--- src/rtl/rci_map.svh ---
// Purpose: offsets, field positions and reset values of the reset block
// Assumes: 32-bit apb data, one aligned word per register
// Notes: included by the reset cause module
`ifndef RCI_MAP_SVH
`define RCI_MAP_SVH

`define RCI_OFS_EVT_STS 12'h000
`define RCI_OFS_EVT_EN 12'h004
`define RCI_OFS_EVT_CLR 12'h008
`define RCI_OFS_POWER_CONTROL_REG 12'h00c
`define RCI_OFS_STATUS 12'h010
`define RCI_OFS_OPTION 12'h014
`define RCI_OFS_PORT_A_DIRECTION 12'h018
`define RCI_OFS_PORT_B_DIRECTION 12'h01c
`define RCI_OFS_IRQ_CONTROL_REG 12'h020
`define RCI_OFS_PC_HIGH_LATCH 12'h024
`define RCI_OFS_PC 12'h028

`define RCI_POWER_CONTROL_REG_BOR 0
`define RCI_POWER_CONTROL_REG_POR 1
`define RCI_POWER_CONTROL_REG_PER 2
`define RCI_STATUS_TO 4
`define RCI_STATUS_PD 3
`define RCI_GIE_BIT 7

`define RCI_EV_POR 0
`define RCI_EV_BOR 1
`define RCI_EV_PER 2
`define RCI_EV_WDT_RST 3
`define RCI_EV_MASTER_CLEAR_PIN 4
`define RCI_EV_WDT_WAKE 5
`define RCI_EV_IRQ_WAKE 6

`define RCI_PC_RESET 13'h0000
`define RCI_PC_VECTOR 13'h0004
`define RCI_PC_STEP 13'h0001
`define RCI_STATUS_POR 8'h18
`define RCI_OPTION_RST 8'hff
`define RCI_PORT_A_DIRECTION_RST 5'h1f
`define RCI_PORT_B_DIRECTION_RST 8'hff
`define RCI_POWER_CONTROL_REG_RST_PAR 8'h04
`define RCI_POWER_CONTROL_REG_RST_NOPAR 8'h00

`endif

--- src/rtl/rci_pkg.sv ---
// Purpose: types shared by the reset cause block and its bench
// Assumes: apb with 12-bit address and 32-bit data
// Notes: offsets and reset values live in rci_map.svh
package rci_pkg;

   typedef struct packed {
      logic psel;
      logic penable;
      logic pwrite;
      logic [11:0] paddr;
      logic [31:0] pwdata;
   } rci_apb_req_t;

   typedef struct packed {
      logic pready;
      logic [31:0] prdata;
      logic pslverr;
   } rci_apb_rsp_t;

   typedef enum logic [3:0] {
      CAUSE_NONE,
      CAUSE_POR,
      CAUSE_BOR,
      CAUSE_PER,
      CAUSE_WDT_RST,
      CAUSE_WDT_WAKE,
      CAUSE_MASTER_CLEAR_PIN_RUN,
      CAUSE_MASTER_CLEAR_PIN_SLP,
      CAUSE_IRQ_WAKE
   } rci_cause_t;

   typedef struct packed {
      logic [3:0] s1;
      logic [3:0] s2;
      logic [3:0] s3;
      logic [3:0] st;
      logic [7:0] power_control_reg;
      logic [7:0] status;
      logic [7:0] option;
      logic [4:0] port_a_direction;
      logic [7:0] port_b_direction;
      logic [7:0] irq_control_reg;
      logic [4:0] pc_high_latch;
      logic [12:0] pc;
      logic pc_load;
      logic [6:0] evt;
      logic [6:0] ien;
      logic irq;
      logic pready;
      logic [31:0] prdata;
      logic pslverr;
   } rci_state_t;

endpackage : rci_pkg

--- src/rtl/rci_reset_init.sv ---
// Purpose: records the reset or wake-up cause and applies initial values
// Assumes: detector, watchdog and clear pin inputs are asynchronous
// Notes: time-out delays are outside this block; it loads vector 0004h on irq wake with the global enable set, else pc+1
// Functional notes
// RQ1 - power-on reset sets the timeout flag to one
// RQ2 - power-on reset sets the powerdown flag to one
// RQ3 - parity build: power-on reset sets the parity fault flag
// RQ4 - brown-out reset leaves the parity fault flag at one
// RQ5 - flag combinations identify each reset or wake-up cause
// RQ6 - running clear: pc zero, upper status cleared, other flags kept
// RQ7 - clear in sleep or irq wake: timeout one, powerdown zero
// RQ8 - watchdog reset: pc zero, status 0000 1uuu; wake: uuu0 0uuu
// RQ9 - irq wake with global enable loads vector 0004h, else pc+1
// RQ10 - power control: power-on u10x, brown-out uuu0, parity u0uu
// RQ11 - resets load option, port directions, irq control, pc latch
// RQ12 - build option removes the power control register
// RQ13 - reduced build ignores brown-out and has no brown-out flag
// RQ14 - wake-up event sets at least one irq control flag
// RQ15 - simultaneous requests: power-on, brown-out, parity, watchdog, clear
// RQ16 - bits unknown after power-on are reset to zero
// RQ17 - power control bits: brown-out 0, power-on 1, parity 2
// RQ18 - software writes cause flags back to one after each reset
`timescale 1ns/100ps
`include "rci_map.svh"

module rci_reset_init
   import rci_pkg::*;
#(
   parameter bit HAS_POWER_CONTROL_REG = 1'b1,
   parameter bit HAS_BOR = 1'b1,
   parameter bit HAS_PARITY = 1'b1
)
(
   input wire logic i_core_clk,
   input wire logic i_arst_n,
   input wire rci_apb_req_t i_apb,
   input wire logic i_por_det,
   input wire logic i_bor_det,
   input wire logic i_wdt_timeout,
   input wire logic i_master_clear_pin_n,
   input wire logic i_parity_err,
   input wire logic i_sleeping,
   input wire logic i_irq_wake,
   input wire logic [7:0] i_wake_flags,
   input wire logic [12:0] i_pc_now,
   output rci_apb_rsp_t o_apb,
   output logic [7:0] o_power_control_reg,
   output logic [7:0] o_status,
   output logic [7:0] o_option,
   output logic [4:0] o_port_a_direction,
   output logic [7:0] o_port_b_direction,
   output logic [7:0] o_irq_control_reg,
   output logic [4:0] o_pc_high_latch,
   output logic [12:0] o_pc,
   output logic o_pc_load,
   output logic o_irq
);

   // each flag bit exists only where its source is built in
   localparam bit FLAG_BRN_ON = HAS_POWER_CONTROL_REG && HAS_BOR; // [RQ13]
   localparam bit FLAG_PWR_ON = HAS_POWER_CONTROL_REG; // [RQ12]
   localparam bit FLAG_PAR_ON = HAS_POWER_CONTROL_REG && HAS_PARITY; // [RQ12]
   localparam logic [7:0] FLAG_MASK =
      {5'h00, FLAG_PAR_ON, FLAG_PWR_ON, FLAG_BRN_ON}; // [RQ17]
   localparam logic [7:0] FLAG_RST =
      FLAG_PAR_ON ? `RCI_POWER_CONTROL_REG_RST_PAR : `RCI_POWER_CONTROL_REG_RST_NOPAR;

   localparam rci_state_t ST_RST = '{
      s1: 4'h0,
      s2: 4'h0,
      s3: 4'h0,
      st: 4'h0,
      power_control_reg: FLAG_RST,
      status: `RCI_STATUS_POR,
      option: `RCI_OPTION_RST,
      port_a_direction: `RCI_PORT_A_DIRECTION_RST,
      port_b_direction: `RCI_PORT_B_DIRECTION_RST,
      irq_control_reg: 8'h00,
      pc_high_latch: 5'h00,
      pc: `RCI_PC_RESET,
      pc_load: 1'b0,
      evt: 7'h00,
      ien: 7'h00,
      irq: 1'b0,
      pready: 1'b0,
      prdata: 32'h0000_0000,
      pslverr: 1'b0
   };

   rci_state_t q;
   rci_state_t next_q;
   rci_cause_t cause;
   logic [3:0] agree;
   logic [3:0] rise;
   logic [31:0] rd;
   logic hit;
   logic access;
   logic init;
   logic keep_int0;
   logic global_irq_enable;
   logic [6:0] ev;
   logic [6:0] clr;
   logic [12:0] wake_pc;

   always_comb
   begin
      rd = 32'h0000_0000;
      hit = 1'b1;
      init = 1'b0;
      keep_int0 = 1'b0;
      ev = 7'h00;
      clr = 7'h00;
      global_irq_enable = q.irq_control_reg[`RCI_GIE_BIT];
      access = i_apb.psel & i_apb.penable;
      next_q = q;
      // wraps within the 13-bit program space
      wake_pc = i_pc_now + `RCI_PC_STEP;
      next_q.s1[0] = i_por_det;
      // reduced build: the brown-out stage never leaves zero
      next_q.s1[1] = i_bor_det & HAS_BOR; // [RQ13]
      next_q.s1[2] = i_wdt_timeout;
      // clear pin is active low; inverted ahead of the first stage
      next_q.s1[3] = ~i_master_clear_pin_n;
      next_q.s2 = q.s1;
      next_q.s3 = q.s2;
      // a change counts once stages two and three agree
      agree = ~(q.s2 ^ q.s3);
      // only the asserting edge starts an event; the release is silent
      rise = agree & q.s3 & ~q.st;
      // filtered level moves only on agreement, so a one-stage glitch
      // never reaches the cause logic
      next_q.st = (agree & q.s3) | (~agree & q.st);
      next_q.pc_load = 1'b0;

      // one winner per cycle; losers in the same cycle are dropped
      if (rise[0])
      begin
         cause = CAUSE_POR; // [RQ15]
      end
      else if (rise[1] && HAS_BOR)
      begin
         cause = CAUSE_BOR; // [RQ13]
      end
      else if (i_parity_err && HAS_PARITY)
      begin
         cause = CAUSE_PER;
      end
      else if (rise[2])
      begin
         cause = i_sleeping ? CAUSE_WDT_WAKE : CAUSE_WDT_RST;
      end
      else if (rise[3])
      begin
         cause = i_sleeping ? CAUSE_MASTER_CLEAR_PIN_SLP : CAUSE_MASTER_CLEAR_PIN_RUN;
      end
      else if (i_irq_wake && i_sleeping)
      begin
         cause = CAUSE_IRQ_WAKE;
      end
      else
      begin
         cause = CAUSE_NONE;
      end

      case (i_apb.paddr)
         `RCI_OFS_EVT_STS: rd = {25'h000_0000, q.evt};
         `RCI_OFS_EVT_EN: rd = {25'h000_0000, q.ien};
         `RCI_OFS_EVT_CLR: rd = 32'h0000_0000;
         `RCI_OFS_POWER_CONTROL_REG: rd = {24'h00_0000, q.power_control_reg};
         `RCI_OFS_STATUS: rd = {24'h00_0000, q.status};
         `RCI_OFS_OPTION: rd = {24'h00_0000, q.option};
         `RCI_OFS_PORT_A_DIRECTION: rd = {27'h000_0000, q.port_a_direction};
         `RCI_OFS_PORT_B_DIRECTION: rd = {24'h00_0000, q.port_b_direction};
         `RCI_OFS_IRQ_CONTROL_REG: rd = {24'h00_0000, q.irq_control_reg};
         `RCI_OFS_PC_HIGH_LATCH: rd = {27'h000_0000, q.pc_high_latch};
         `RCI_OFS_PC: rd = {19'h0_0000, q.pc};
         default: hit = 1'b0;
      endcase

      // one wait state; pready and read data come from flops
      if (access && !q.pready)
      begin
         next_q.pready = 1'b1;
         next_q.prdata = rd;
         next_q.pslverr = ~hit;
      end
      else
      begin
         next_q.pready = 1'b0;
         next_q.pslverr = 1'b0;
      end

      // software writes first so that a hardware event the same cycle wins
      if (access && q.pready && i_apb.pwrite)
      begin
         case (i_apb.paddr)
            `RCI_OFS_EVT_STS, `RCI_OFS_PC:
            begin
               // hardware-owned words: a write is taken and dropped
               clr = 7'h00;
            end
            `RCI_OFS_EVT_EN: next_q.ien = i_apb.pwdata[6:0];
            `RCI_OFS_EVT_CLR: clr = i_apb.pwdata[6:0];
            `RCI_OFS_POWER_CONTROL_REG: next_q.power_control_reg = i_apb.pwdata[7:0]; // [RQ18]
            `RCI_OFS_STATUS:
            begin
               // timeout and powerdown are hardware-only
               next_q.status[7:5] = i_apb.pwdata[7:5];
               next_q.status[2:0] = i_apb.pwdata[2:0];
            end
            `RCI_OFS_OPTION: next_q.option = i_apb.pwdata[7:0];
            `RCI_OFS_PORT_A_DIRECTION: next_q.port_a_direction = i_apb.pwdata[4:0];
            `RCI_OFS_PORT_B_DIRECTION: next_q.port_b_direction = i_apb.pwdata[7:0];
            `RCI_OFS_IRQ_CONTROL_REG: next_q.irq_control_reg = i_apb.pwdata[7:0];
            `RCI_OFS_PC_HIGH_LATCH: next_q.pc_high_latch = i_apb.pwdata[4:0];
            default:
            begin
               clr = 7'h00;
            end
         endcase
      end

      // only the winner's flag updates are applied
      unique case (cause)
         CAUSE_NONE:
         begin
            init = 1'b0;
         end
         CAUSE_POR:
         begin
            ev[`RCI_EV_POR] = 1'b1;
            init = 1'b1;
            // unknown low status bits come out zero
            next_q.status = `RCI_STATUS_POR; // [RQ1] [RQ2] [RQ16]
            next_q.power_control_reg[`RCI_POWER_CONTROL_REG_PER] = 1'b1; // [RQ3] [RQ10]
            next_q.power_control_reg[`RCI_POWER_CONTROL_REG_POR] = 1'b0; // [RQ17]
            next_q.power_control_reg[`RCI_POWER_CONTROL_REG_BOR] = 1'b0; // [RQ16]
         end
         CAUSE_BOR:
         begin
            ev[`RCI_EV_BOR] = 1'b1;
            init = 1'b1;
            next_q.status[7:3] = 5'h03;
            next_q.power_control_reg[`RCI_POWER_CONTROL_REG_BOR] = 1'b0; // [RQ10] [RQ5]
            next_q.power_control_reg[`RCI_POWER_CONTROL_REG_PER] = 1'b1; // [RQ4]
         end
         CAUSE_PER:
         begin
            ev[`RCI_EV_PER] = 1'b1;
            init = 1'b1;
            next_q.status[`RCI_STATUS_TO] = 1'b1; // [RQ5]
            next_q.status[`RCI_STATUS_PD] = 1'b1;
            next_q.power_control_reg[`RCI_POWER_CONTROL_REG_PER] = 1'b0; // [RQ10]
         end
         CAUSE_WDT_RST:
         begin
            ev[`RCI_EV_WDT_RST] = 1'b1;
            init = 1'b1;
            keep_int0 = 1'b1;
            next_q.status[7:3] = 5'h01; // [RQ8]
         end
         CAUSE_WDT_WAKE:
         begin
            ev[`RCI_EV_WDT_WAKE] = 1'b1;
            next_q.status[4:3] = 2'b00; // [RQ8] [RQ5]
            next_q.irq_control_reg = q.irq_control_reg | i_wake_flags; // [RQ14]
            next_q.pc = wake_pc;
            next_q.pc_load = 1'b1;
         end
         CAUSE_MASTER_CLEAR_PIN_RUN:
         begin
            ev[`RCI_EV_MASTER_CLEAR_PIN] = 1'b1;
            init = 1'b1;
            keep_int0 = 1'b1;
            next_q.status[7:5] = 3'b000; // [RQ6]
         end
         CAUSE_MASTER_CLEAR_PIN_SLP:
         begin
            ev[`RCI_EV_MASTER_CLEAR_PIN] = 1'b1;
            init = 1'b1;
            keep_int0 = 1'b1;
            next_q.status[7:3] = 5'h02; // [RQ7]
         end
         CAUSE_IRQ_WAKE:
         begin
            ev[`RCI_EV_IRQ_WAKE] = 1'b1;
            next_q.status[4:3] = 2'b10; // [RQ7]
            next_q.irq_control_reg = q.irq_control_reg | i_wake_flags; // [RQ14]
            // vector only when the global enable was set before waking
            next_q.pc = global_irq_enable ? `RCI_PC_VECTOR : wake_pc; // [RQ9]
            next_q.pc_load = 1'b1;
         end
      endcase

      // every full reset shares one set of initial values
      if (init)
      begin
         next_q.pc = `RCI_PC_RESET; // [RQ6] [RQ8]
         next_q.pc_load = 1'b1;
         next_q.option = `RCI_OPTION_RST; // [RQ11]
         next_q.port_a_direction = `RCI_PORT_A_DIRECTION_RST;
         next_q.port_b_direction = `RCI_PORT_B_DIRECTION_RST;
         next_q.pc_high_latch = 5'h00;
         // the low flag bit survives clear and watchdog resets
         next_q.irq_control_reg = {7'h00, keep_int0 & q.irq_control_reg[0]}; // [RQ16]
      end

      // absent bits read as zero in reduced builds
      next_q.power_control_reg = next_q.power_control_reg & FLAG_MASK; // [RQ12] [RQ13]

      // a new event wins over a clear in the same cycle
      next_q.evt = (q.evt & ~clr) | ev;
      next_q.irq = |(next_q.evt & next_q.ien);
   end

   always_ff @(posedge i_core_clk or negedge i_arst_n)
   begin
      if (!i_arst_n)
      begin
         q <= ST_RST;
      end
      else
      begin
         q <= next_q;
      end
   end

   assign o_apb.pready = q.pready;
   assign o_apb.prdata = q.prdata;
   assign o_apb.pslverr = q.pslverr;
   assign o_power_control_reg = q.power_control_reg;
   assign o_status = q.status;
   assign o_option = q.option;
   assign o_port_a_direction = q.port_a_direction;
   assign o_port_b_direction = q.port_b_direction;
   assign o_irq_control_reg = q.irq_control_reg;
   assign o_pc_high_latch = q.pc_high_latch;
   assign o_pc = q.pc;
   assign o_pc_load = q.pc_load;
   assign o_irq = q.irq;

endmodule : rci_reset_init

--- config.mk ---
export PLATFORM = sky130hd
export DESIGN_NAME = rci_reset_init
export DESIGN_NICKNAME = d
export VERILOG_FILES = /design/src/rtl/rci_pkg.sv /design/src/rtl/rci_reset_init.sv
export VERILOG_INCLUDE_DIRS = /design/src /design/src/rtl
export SDC_FILE = /design/constraint.sdc
export NUM_CORES = 1
export LEC_CHECK = 0
export ABC_AREA = 1
export BUFFER_PORTS_ARGS = -buffer_cell sky130_fd_sc_hd__buf_2
export CAP_MARGIN = 30
export CORE_UTILIZATION = 34
export DETAILED_ROUTE_END_ITERATION = 10
export PLACE_DENSITY = 0.53
export SYNTH_ARGS = -nofsm -noshare
export SYNTH_HDL_FRONTEND = slang
export SYNTH_SLANG_ARGS = --single-unit
--- constraint.sdc ---
create_clock -name i_core_clk -period 2.9 [get_ports i_core_clk]
set_clock_uncertainty 0.1 [all_clocks]
set_input_delay 0.435 -clock i_core_clk [delete_from_list [all_inputs] [get_ports i_core_clk]]
set_output_delay 0.435 -clock i_core_clk [all_outputs]
set_load 0.03 [all_outputs]
==> out/results.txt <==
outcome = finished, final reports clean
r2r startpoint = q[117]$_DFF_PN0_
H-tree depth = 3
Final Power = 3.922 mW
multi-input logic area = 2566 um^2
Post-synth top flop = dfrtp_1
vias in the first global route = 4839
aggregate global-route resource usage = 0.1907
die area = 19020 um^2
LEAKAGE = 3.781 nW
initial antenna violation count = 0
R2R Setup Slk = 0.44 ns
max-slew violation count = 0
hold bufs inserted after CTS = 0
Antenna Nets Post-Route = 0
Net Sw Frac = 0.3510
register area share after synthesis = 0.4230
Syn Std Cell Area = 6282 um^2
Mapped Cells = 804
WS Path Type = flop to flop
cell area after layout = 6840 um^2
Ports = 176
CP arrival = 2.63 ns
Flop pwr share = 0.456
Final nets = 943
Site Rows = 49
1st-iter DRT viols = 325
Skew-Pair Late Insertion Delay = 0.36 ns
Tmin final = 2.462 ns
Gate power share = 0.233
Initial Util = 0.3485
clock share of power = 0.310
area growth from synthesis to layout = 8.883%
first-pass GRT wire length = 26.80 mm
Core Region = 18020 um^2
min setup slack post-route = 0.4380 ns
clk slew on worst S/H paths = 0.07 ns
postcts setup bufs = 0
Ant. Diodes = 0
drt pass-1 iters = 5
final WL = 17.29 mm
Die X = 137.9 um
Die Height = 137.9 um
max reg flops = 18
syn avg cell area = 7.814 um^2
# DRC = 0
peak supply drop = 0.0002783 V
# port buffers = 127
# clock sinks = 105
Worst Path Max Fanout = 12
setup TNS = 0 ns
Slew headroom = 0.4977
Reg area = 2658 um^2
R2R depth = 10
largest net degree at the start of global routing = 54
Hold Crit Class = primary input to asynchronous set/reset pin
vias per cell = 4.612
Critical Path RT = 3.07 ns
total CTS buffers = 9
Clk Tree Root Cell = clkbuf_16
DP Wirelength = 13.45 mm
CP Capture Type = flop
RSZ-0062 raised after global routing = no
Longest Clk Path Bufs = 2
Yosys cell types = 46
Util after Layout = 0.3795
final period utilization = 0.8490
total gr overflow = 0
Synth Register Bits = 105
YS warnings = 0
count of final hold-check violations = 0
Vias = 5050
FF-to-FF End = o_pc[11]$_DFFE_PN0P_
# Max-Cap Violations = 0
share of cells above drive strength 1 = 0.2598
P_int = 2.546 mW
Worst Max-Slew Pin Slew = 0.7535 ns
fmax = 406.2 MHz
FILL cells = 1968
Synth async-reset ratio = 1.000
startpoint types = flop
GPL Wtd Cong = 0.8661
EDFF count, synth = 0
Post-DP Area = 6550 um^2
post_cts resized = 0
switching pwr = 1.377 mW
worst slack, placed = 0.4581 ns
Most flops, register = q
# setup viols final = 0
CTS tree = built
Power Density = 573.4 nW/um^2
average wire per cell in the routed design = 15.79 um
-- metrics by stage --
stage	hold slack, ns	instances
final	0.02572	1095
after global placement	0.2320	1079
after CTS	0.05908	1095
after global routing	0.06670	1095
after floorplan	0.03941	827
after detailed placement	0.2363	1079
-- logic make-up (layout without fill, tap and decap cells) --
logic type                 Yosys count  in the layout  share of synthesized area
xor gates and xnor gates             9              9                    0.01255
AOI/OAI and AO/OA                   88             88                    0.08524
adders and majority gates            5              5                   0.009958
muxes                                1              1                   0.001792
and+or+nand+nor                    398            398                     0.2846
DFF                                105            105                     0.4230
other                                1             24                  0.0005969
buffers and inverters              197            236                     0.1822
-- cell usage after synthesis (2+ instances only) --
cell type / number / area share
o211ai_4: 2 / 0.0068
ha_1: 5 / 0.010
nor3_1: 8 / 0.0064
nand2_4: 3 / 0.0054
o21ai_0: 32 / 0.025
nand2_1: 245 / 0.15
nand2_2: 7 / 0.0070
buf_2: 5 / 0.0040
nand3_2: 3 / 0.0048
o21ai_1: 25 / 0.020
o21ai_2: 8 / 0.011
inv_1: 80 / 0.048
nand3_4: 2 / 0.0056
inv_2: 4 / 0.0024
o22ai_1: 2 / 0.0020
nand4_1: 4 / 0.0040
o31ai_1: 2 / 0.0024
nor2_1: 36 / 0.022
o211ai_1: 4 / 0.0048
clkbuf_1: 3 / 0.0018
buf_4: 99 / 0.12
buf_6: 3 / 0.0054
inv_4: 2 / 0.0020
a21oi_1: 9 / 0.0072
nand3_1: 68 / 0.054
dfstp_2: 24 / 0.10
nor2_2: 6 / 0.0060
xor2_1: 7 / 0.0098
xnor2_1: 2 / 0.0028
or2_2: 8 / 0.0080
dfrtp_1: 81 / 0.32
-- area by class of cell --
| cell class | count | area share |
|---|---|---|
| sequential | 105 | 0.3885 |
| multi-input combinational | 525 | 0.3752 |
| timing repair buffer | 133 | 0.1035 |
| inverter | 87 | 0.04847 |
| tap | 229 | 0.04189 |
| clock buffer | 11 | 0.03695 |
| clock inverter | 5 | 0.005487 |
-- power groups by stage --
| stage | Combinational, mW | Sequential, mW | Clock, mW |
|---|---|---|---|
| 2_1_floorplan | 0.813 | 1.77 | 0 |
| 3_3_place_gp | 0.913 | 1.81 | 0 |
| 3_5_place_dp | 0.922 | 1.82 | 0 |
| 4_1_cts | 0.925 | 1.79 | 1.25 |
| 5_1_grt | 1.01 | 1.81 | 1.31 |
| 6_report | 0.916 | 1.79 | 1.22 |
-- placed cells by master (no fill, tap or decap), types with 2 or more instances in the layout --
master and instances:
nand2_1 245, buf_2 126, dfrtp_1 81, inv_1 80
nand3_1 68, nor2_1 36, o21ai_0 32, o21ai_1 25
conb_1 24, dfstp_2 24, a21oi_1 9, clkbuf_16 9
o21ai_2 8, or2_2 8, nor3_1 8, nand2_2 7
xor2_1 7, nor2_2 6, ha_1 5, buf_4 5
inv_2 4, nand4_1 4, o211ai_1 4, nand3_2 3
nand2_4 3, nand3_4 2, inv_4 2, o31ai_1 2
clkinv_1 2, o211ai_4 2, xnor2_1 2, o22ai_1 2
clkbuf_8 2, inv_6 2, buf_12 2
-- how the worst max path moves through the flow --
stage / startpoint / end / slack (ns) / cells past startpoint
floorplan: q[118]$_DFF_PN0_ / o_option[6]$_DFFE_PN1P_ / 1.07 / 14
global placement: q[117]$_DFF_PN0_ / o_pc[12]$_DFFE_PN0P_ / 0.48 / 10
detailed placement: q[117]$_DFF_PN0_ / o_pc[11]$_DFFE_PN0P_ / 0.46 / 10
CTS: q[117]$_DFF_PN0_ / o_pc[11]$_DFFE_PN0P_ / 0.43 / 10
global route: q[117]$_DFF_PN0_ / o_pc[11]$_DFFE_PN0P_ / 0.17 / 10
finish: q[117]$_DFF_PN0_ / o_pc[11]$_DFFE_PN0P_ / 0.44 / 10
-- layer usage --
layer / track usage / wire length (um)
met2: 0.2994 / 8039
met5: 0 / 0
met1: 0.2649 / 8062
met4: 0.06220 / 367
met3: 0.03289 / 825
-- critical path: stages (launching register included) --
cell and delay [ns]:
dfrtp_1 0.38, ha_1 0.19, inv_1 0.09, nor2_4 0.06, inv_4 0.11, nand3_1 0.11
inv_2 0.16, nand3_2 0.25, nand2_2 0.27, nand2_1 0.37, o21ai_0 0.27
(Power assumes the default switching activity.)
